## config.mk

```make
export PLATFORM = sky130hd
export DESIGN_NAME = imrp_portal
export DESIGN_NICKNAME = d
export VERILOG_FILES = /design/src/hw/imrp_ext_space.v /design/src/hw/imrp_portal.v
export VERILOG_INCLUDE_DIRS = /design/src /design/src/hw
export SDC_FILE = /design/constraint.sdc
export NUM_CORES = 1
export LEC_CHECK = 0
export BUFFER_PORTS_ARGS = -buffer_cell sky130_fd_sc_hd__buf_2
export CAP_MARGIN = 25
export CORE_MARGIN = 1.5
export CORE_UTILIZATION = 35
export DETAILED_ROUTE_END_ITERATION = 12
export PLACE_DENSITY = 0.55
export SYNTH_ARGS = -nofsm -noshare
export SYNTH_HDL_FRONTEND = slang
export SYNTH_SLANG_ARGS = --single-unit
export TNS_END_PERCENT = 20
```

## constraint.sdc

```tcl
create_clock -name clock -period 7.3 [get_ports clock]
set_clock_uncertainty 0.05 [all_clocks]
set_input_delay 1.095 -clock clock [delete_from_list [all_inputs] [get_ports clock]]
set_output_delay 1.095 -clock clock [all_outputs]
set_load 0.01 [all_outputs]
```

## src/hw/imrp_regs.vh

```
`ifndef IMRP_REGS_VH
`define IMRP_REGS_VH
// ----------------------------------------
// direct register offsets (5-bit management address)
// ----------------------------------------
`define IMRP_CTRL_ADDR      5'h0D
`define IMRP_PORTAL_ADDR    5'h0E
// ----------------------------------------
// control register fields
// ----------------------------------------
`define IMRP_FUNC_MSB       15
`define IMRP_FUNC_LSB       14
`define IMRP_DEV_MSB        4
`define IMRP_DEV_LSB        0
`define IMRP_CTRL_RESET     16'h0000
`define IMRP_PORTAL_RESET   16'h0000
// ----------------------------------------
// function codes
// ----------------------------------------
`define IMRP_FUNC_ADDR      2'h0
`define IMRP_FUNC_DATA      2'h1
`define IMRP_FUNC_INC_RW    2'h2
`define IMRP_FUNC_INC_WR    2'h3
// ----------------------------------------
// extended devices and registers
// ----------------------------------------
`define IMRP_DEV_PMA        5'h01
`define IMRP_DEV_WOL        5'h1F
`define IMRP_PMA_CTRL1_REG  16'h0000
`define IMRP_LPI_BIT        12
`define IMRP_WOL_CTRL_REG   16'h0000
`define IMRP_WOL_MAC0_REG   16'h0019
`define IMRP_WOL_MAC1_REG   16'h001A
`define IMRP_WOL_MAC2_REG   16'h001B
`define IMRP_WOL_LINKUP_BIT 0
`endif

```

## src/hw/imrp_ext_space.v

```verilog
`timescale 1ns/1ps
`default_nettype none
`include "imrp_regs.vh"
// ----------------------------------------
// extended register space: the few implemented registers
// ----------------------------------------
module imrp_ext_space (
	input  wire        clock,      // management clock
	input  wire        reset_n,    // async reset, active low
	input  wire [4:0]  dev_sel,    // selected extended device
	input  wire [15:0] reg_addr,   // target register address
	input  wire        wr_stb,     // one-cycle write strobe
	input  wire [15:0] wr_data,    // write data
	output reg  [15:0] rd_data,    // combinational read data
	output wire [15:0] pma_ctrl1,  // pma/pmd control one contents
	output wire [15:0] wol_ctrl,   // wake_on_lan control contents
	output wire [47:0] wol_mac     // magic packet address
);
	reg [15:0] pma_ctrl1_reg;
	reg [15:0] wol_ctrl_reg;
	reg [15:0] mac_reg [0:2];
	wire       sel_pma = (dev_sel == `IMRP_DEV_PMA) && (reg_addr == `IMRP_PMA_CTRL1_REG);
	wire       sel_wol = (dev_sel == `IMRP_DEV_WOL) && (reg_addr == `IMRP_WOL_CTRL_REG);
	wire       in_mac  = (dev_sel == `IMRP_DEV_WOL) && (reg_addr >= `IMRP_WOL_MAC0_REG) &&
	                     (reg_addr <= `IMRP_WOL_MAC2_REG);
	wire [15:0] mac_off = reg_addr - `IMRP_WOL_MAC0_REG;
	wire [1:0]  mac_idx = mac_off[1:0];

	always @(posedge clock or negedge reset_n) begin
		if (!reset_n) begin
			pma_ctrl1_reg <= 16'h0000;
			wol_ctrl_reg  <= 16'h0000;
		end else if (wr_stb) begin
			if (sel_pma)
				pma_ctrl1_reg <= wr_data;
			if (sel_wol)
				wol_ctrl_reg <= wr_data;
		end
	end

	genvar i;
	generate
		for (i = 0; i < 3; i = i + 1) begin : g_mac
			always @(posedge clock or negedge reset_n) begin
				if (!reset_n)
					mac_reg[i] <= 16'h0000;
				else if (wr_stb && in_mac && (mac_idx == i))
					mac_reg[i] <= wr_data;
			end
		end
	endgenerate

	// unimplemented locations read zero and ignore writes
	always @* begin
		rd_data = 16'h0000;
		if (sel_pma)
			rd_data = pma_ctrl1_reg;
		else if (sel_wol)
			rd_data = wol_ctrl_reg;
		else if (in_mac)
			rd_data = mac_reg[mac_idx];
	end

	assign pma_ctrl1 = pma_ctrl1_reg;
	assign wol_ctrl  = wol_ctrl_reg;
	assign wol_mac   = {mac_reg[2], mac_reg[1], mac_reg[0]};
endmodule
`default_nettype wire

```

## src/hw/imrp_portal.v

```verilog
`timescale 1ns/1ps
`default_nettype none
`include "imrp_regs.vh"
module imrp_portal (
	input  wire        clock,           // management clock, 10 MHz
	input  wire        reset_n,         // async reset, active low
	input  wire [4:0]  mgmt_addr,       // direct register address from management decoder
	input  wire        mgmt_wr,         // one-cycle write strobe
	input  wire        mgmt_rd,         // one-cycle read strobe, ends the read
	input  wire [15:0] mgmt_wdata,      // write data
	output reg  [15:0] mgmt_rdata,      // read data, registered
	output wire        mgmt_hit,        // address belongs to this portal
	output wire        lpi_enable,      // low power idle enable
	output wire        wol_linkup_en,   // link-up triggers power_event_output
	output wire [47:0] wol_mac_addr     // magic packet address
);
	// ----------------------------------------
	// direct registers
	// ----------------------------------------
	reg  [15:0] ctrl_reg;
	reg  [15:0] target_reg;
	reg  [15:0] target_next;
	wire [15:0] ext_rdata;
	wire [15:0] pma_ctrl1;
	wire [15:0] wol_ctrl;
	wire [1:0]  func     = ctrl_reg[`IMRP_FUNC_MSB:`IMRP_FUNC_LSB];
	wire [4:0]  dev_sel  = ctrl_reg[`IMRP_DEV_MSB:`IMRP_DEV_LSB];
	wire        ctrl_sel = (mgmt_addr == `IMRP_CTRL_ADDR);
	wire        port_sel = (mgmt_addr == `IMRP_PORTAL_ADDR);
	wire        data_mode = (func != `IMRP_FUNC_ADDR);
	wire        ext_wr   = mgmt_wr && port_sel && data_mode;

	assign mgmt_hit = ctrl_sel || port_sel;

	// reserved bits 13:5 are kept as plain storage
	always @(posedge clock or negedge reset_n) begin
		if (!reset_n)
			ctrl_reg <= `IMRP_CTRL_RESET;
		else if (mgmt_wr && ctrl_sel)
			ctrl_reg <= mgmt_wdata;
	end

	// ----------------------------------------
	// target address and post-increment
	// ----------------------------------------
	// increments wrap at ffffh, which keeps the full 16-bit space reachable
	always @* begin
		target_next = target_reg;
		if (port_sel && (mgmt_wr || mgmt_rd)) begin
			case (func)
				`IMRP_FUNC_ADDR: begin
					if (mgmt_wr)
						target_next = mgmt_wdata;
				end
				`IMRP_FUNC_DATA: begin
					target_next = target_reg;
				end
				`IMRP_FUNC_INC_RW: begin
					target_next = target_reg + 16'h0001;
				end
				`IMRP_FUNC_INC_WR: begin
					if (mgmt_wr)
						target_next = target_reg + 16'h0001;
				end
				default: begin
					target_next = target_reg;
				end
			endcase
		end
	end

	always @(posedge clock or negedge reset_n) begin
		if (!reset_n)
			target_reg <= `IMRP_PORTAL_RESET;
		else
			target_reg <= target_next;
	end

	// ----------------------------------------
	// read data
	// ----------------------------------------
	// read data is sampled on the read strobe, before any increment lands
	always @(posedge clock or negedge reset_n) begin
		if (!reset_n)
			mgmt_rdata <= 16'h0000;
		else if (mgmt_rd) begin
			if (ctrl_sel)
				mgmt_rdata <= ctrl_reg;
			else if (port_sel && !data_mode)
				mgmt_rdata <= target_reg;
			else if (port_sel)
				mgmt_rdata <= ext_rdata;
			else
				mgmt_rdata <= 16'h0000;
		end
	end

	// ----------------------------------------
	// extended space (32 devices x 64k addresses decoded)
	// ----------------------------------------
	imrp_ext_space u_ext (
		.clock     (clock),
		.reset_n   (reset_n),
		.dev_sel   (dev_sel),
		.reg_addr  (target_reg),
		.wr_stb    (ext_wr),
		.wr_data   (mgmt_wdata),
		.rd_data   (ext_rdata),
		.pma_ctrl1 (pma_ctrl1),
		.wol_ctrl  (wol_ctrl),
		.wol_mac   (wol_mac_addr)
	);

	assign lpi_enable    = pma_ctrl1[`IMRP_LPI_BIT];
	assign wol_linkup_en = wol_ctrl[`IMRP_WOL_LINKUP_BIT];
endmodule
`default_nettype wire

```

# Word-level counts from Yosys, hierarchy flattened

Index checks and enable logic that the tools add are counted.

Equal/unequal tests: 11
Muxes and demuxes: 12
Bitwise gates (word level): 2
$lt $le $gt $ge: 3
Reduce and logical (&&, ||, !) cells: 23
Add/sub/neg operators: 2

Operators with widths:

| operator                                                               | count |
|---|---|
| 16-bit two-way mux                                                     | 10 |
| 16-bit case mux with 3 select lines                                    | 1 |
| 16-bit binary-select mux with 2-bit select                             | 1 |
| 16-bit by 1-bit adder with 16-bit output, second input constant        | 1 |
| 16-bit by 5-bit >= comparator with 1-bit output, second input constant | 1 |
| 16-bit by 5-bit <= comparator with 1-bit output, second input constant | 1 |
| 16-bit logical NOT                                                     | 1 |
| 1-bit logical AND                                                      | 13 |
| 5-bit by 4-bit equality test with 1-bit output, second input constant  | 2 |
| 2-bit equality test, second input constant                             | 3 |
| 5-bit by 1-bit equality test with 1-bit output, second input constant  | 1 |
| 5-bit equality test, second input constant                             | 1 |
| 2-bit by 1-bit equality test with 1-bit output, second input constant  | 2 |
| 2-bit logical NOT                                                      | 2 |
| 2-bit inequality test, second input constant                           | 2 |
| 2-bit AND reduction                                                    | 2 |
| 4-bit AND reduction                                                    | 1 |
| 3-bit >= comparator, second input constant                             | 1 |
| 2-bit NOT with 3-bit output                                            | 1 |
| 1-bit logical OR                                                       | 2 |
| 2-bit nonzero test                                                     | 1 |
| 2-bit by 1-bit subtractor with 2-bit output, second input constant     | 1 |
| 1-bit logical NOT                                                      | 1 |
| 1-bit NOT                                                              | 1 |

Flip-flop bits (word level): 128
Word-level logic and storage cells: 61

# Longest topological paths before layout

Word-level depth: 11
Mapped depth: 11

# Cells and area by module

From an unflattened synthesis, not the netlist that was laid out.

Cells, all modules: 583
Area total of the unflattened synthesis: 6831.6 um^2

By module, submodules not included:

| module         | instances | cells an instance | sequential area each (um^2) | area an instance (um^2) |
|---|---|---|---|---|
| imrp_ext_space | 1         | 311               | 2001.9                      | 4097.7 |
| imrp_portal    | 1         | 272               | 1201.2                      | 2733.9 |

# Least setup slack after synthesis

OpenSTA, ideal clock, no wires.

Path type: input-to-output
Start: input mgmt_addr[3]
End: output mgmt_hit
Stages: 4
Required time: 6.155 ns
Path slack: 4.241 ns
Arrival: 1.914 ns
Cells stage by stage: and3b_1 nand3b_1 clkbuf_1 nand2_1

Longest elaborated chain between the ends: 2
Elaborated cells on any way between the ends: 3

RTL lines:

| what                                                            | RTL line         | source |
|---|---|---|
| start: declaration                                              | imrp_portal.v:7  | `input wire [4:0] mgmt_addr,` |
| 5-bit by 4-bit equality test with 1-bit output (no source line) | n/a              |  |
| 1-bit logical OR *                                              | imrp_portal.v:33 | `assign mgmt_hit = ctrl_sel \|\| port_sel;` |
| end: declaration                                                | imrp_portal.v:12 | `output wire mgmt_hit,` |

Mark *: on every way between the ends. The rest lies on a longest branch, timed or not.

# Worst setup path in the final report

Start: input mgmt_addr[4]
End: output mgmt_hit

The elaborated chain is that of the path after synthesis.

==> reports/metrics.cfg <==
[run_status]
status=completed

[route]
wl_per_cell_um=20.66
firstDrtPassIters=5
drc=0
ant_nets=0
routed_wl_um=18380
drtIter0Drc=402
num_vias=4993
avgViaCountPerCell=5.610

[cts]
htreeDepth=4
cts_resized=0
cts_sinks=128
tritoncts=done
post_cts_buffers=0
numCtsBuffers=17
cts_max_path_buffers=2
clock_latency_ps=420
clkTransAtPathRegs_ps=50
hold_buffers=0
root_buffer=clkbuf_16

[synth]
yosys.area_share.simple=0.1359
ys_ff_latch=128
syn_inst=568
synthMuxAreaShare=0.2096
synth_compound_area_frac=0.1262
synthXorXnorAreaFrac=0
synth_top_family_by_area=multiplexers
synth_edf_count=0
async_flop_share=1.000
synthAdderAreaFrac=0.009477
syn_area_per_cell_sq_um=11.62
syn_area_sq_um=6601
ys_types=43
synth-seq-area-share=0.4852
syn_nets=598
yosys_warnings=0
dominantRegCellSynth=dfrtp_1

[place]
place_area_sq_um=7213
dp_hpwl_um=12250
gp_congestion=0.8091
io_buffers=91
place_ws_ps=3703

[sta]
timing.final.ws_setup_ps=3692
slew_headroom=0.3556
tns_ps=0
worst_slew_pin_slew_ps=954.5
rsz0062_at_grt=no
hold_viol=0
setup_viol=0
fin_crit_sh=0.4942
slew_violations=0
min_period_ps=3608
max_freq_ghz=0.2772

[layout]
postLayoutCoreUtil=0.4207
stdcell_area_sq_um=7816
area_delta_synth_final_pct=18.40
nets=674
drive_gt1_frac=0.3841
largest_register_ffs=48
antennaDiodeCount=0

[critical_path]
arrival_ps=2460
crit_path_start_kind=input pin
cp_data_required_time_ps=6150
cp_max_fo=18
crit_type=input pin to output pin
cp-end-kind=output pin

[grt]
overflow=0
grt_usage=0.1945
grt_pass1_wl_um=29370
grt_pass1_vias=5112
grt_max_degree=77
grt_antenna_before_repair=0

[min_path]
hold_class=flop to flop

[power]
p_leak_nw=3.803
pwr-share-seq=0.432
comb_power_share=0.141
clock_power_share=0.427
switching_share=0.2912
cell_internal_pwr_mw=1.363
peakVddDrop_uv=171.7
power.total_mw=1.923
switching_power_uw=560.0
p_per_area_nw_per_um2=246.0

[floorplanning]
dieArea_sq_um=19690
io_pins=92
num_rows=50
core_area_sq_um=18580
fp.dieH_um=140.3
start_util=0.3553
die_width_um=140.3

[job]
maxCapViolations=0

cells by family after synthesis:
group                      count (synthesis)
AOI/OAI and AO/OA                        134
and+or+nand+nor                          138
adders and majority gates                  5
muxes                                    113
buffers and inverters                     50
DFF                                      128
through the flow:
| stage | hold WS [ps] | instances |
|---|---|---|
| final | 445.3 | 890 |
| after global routing | 459.1 | 890 |
| after CTS | 446.9 | 888 |
| after detailed placement | 436.9 | 857 |
| after global placement | 429.9 | 857 |
| after floorplan | 420.1 | 568 |
layout make-up:
cell class | count | area (sq um)
flip-flops and latches | 128 | 3203
repair buffers | 101 | 553.0
clock buffers | 17 | 425.4
fillers | 1770 | 10760
clock inverters | 14 | 142.6
inverters | 6 | 22.52
well taps | 234 | 292.8
multi-input cells | 390 | 3177
worst max-delay path, cell delays in order:
cell      delay, ps
buf_2           100
and3b_1         220
nand3b_1        620
nand2_1         270
buf_2           170
routing by layer:
layer  vias up  wire length, um  GRT usage
met5         -                0          0
met4         0              240    0.06039
met3        16              986    0.03829
met2       159             8076     0.2811
met1      2537             9080     0.2915
li1       2281                -          -
placed cells by master, fill, tap and decap left out, types with 6 or more instances in the layout:
cell type  instances
buf_2             90
nor3_1            17
inv_1              6
a22oi_1           16
nand3_1            8
and3_1            20
nand3b_1          18
nand2b_1          17
mux2_4            30
nand4_1            8
a21oi_1           55
o22ai_1           22
buf_4              9
o311ai_0          16
o21ai_0           15
dfrtp_1          128
mux2_2            82
a2bb2oi_1          6
clkbuf_16         17
nand2_1           20
synth_stat cells, types with 15 or more instances:
cell type	count	area (sq um)
a21oi_1	55	275.3
a22oi_1	16	120.1
and3_1	20	125.1
clkbuf_1	31	116.4
dfrtp_1	128	3203
mux2_2	82	923.4
mux2_4	30	450.4
nand2_1	20	75.07
nand2b_1	17	106.4
nand3b_1	18	135.1
nor3_1	17	85.08
o21ai_0	15	75.07
o22ai_1	22	137.6
o311ai_0	16	140.1
path summary, 6_finish.rpt:
check	end	cells past startpoint	slack, ps	startpoint
max reg2reg	mgmt_rdata[6]$_DFFE_PN0P_	8	3750	target_reg[0]$_DFFE_PN0P_
max in group asynchronous	u_ext.wol_ctrl[4]$_DFFE_PN0P_	2	5550	reset_n
max	mgmt_hit	5	3690	mgmt_addr[4]
min	u_ext.pma_ctrl1[0]$_DFFE_PN0P_	1	450	u_ext.pma_ctrl1[0]$_DFFE_PN0P_
min reg2reg	u_ext.pma_ctrl1[0]$_DFFE_PN0P_	1	450	u_ext.pma_ctrl1[0]$_DFFE_PN0P_
min in group asynchronous	ctrl_reg[9]$_DFFE_PN0P_	1	580	reset_n
power by group through the flow:
stage | Combinational [mW] | Clock, mW | Sequential, mW
final | 0.272 | 0.822 | 0.830
after global placement | 0.264 | 0 | 0.838
after CTS | 0.271 | 0.833 | 0.828
after detailed placement | 0.271 | 0 | 0.840
after global routing | 0.300 | 0.866 | 0.837
after floorplan | 0.189 | 0 | 0.815
No activity file was read; power rests on OpenSTA's default activity.
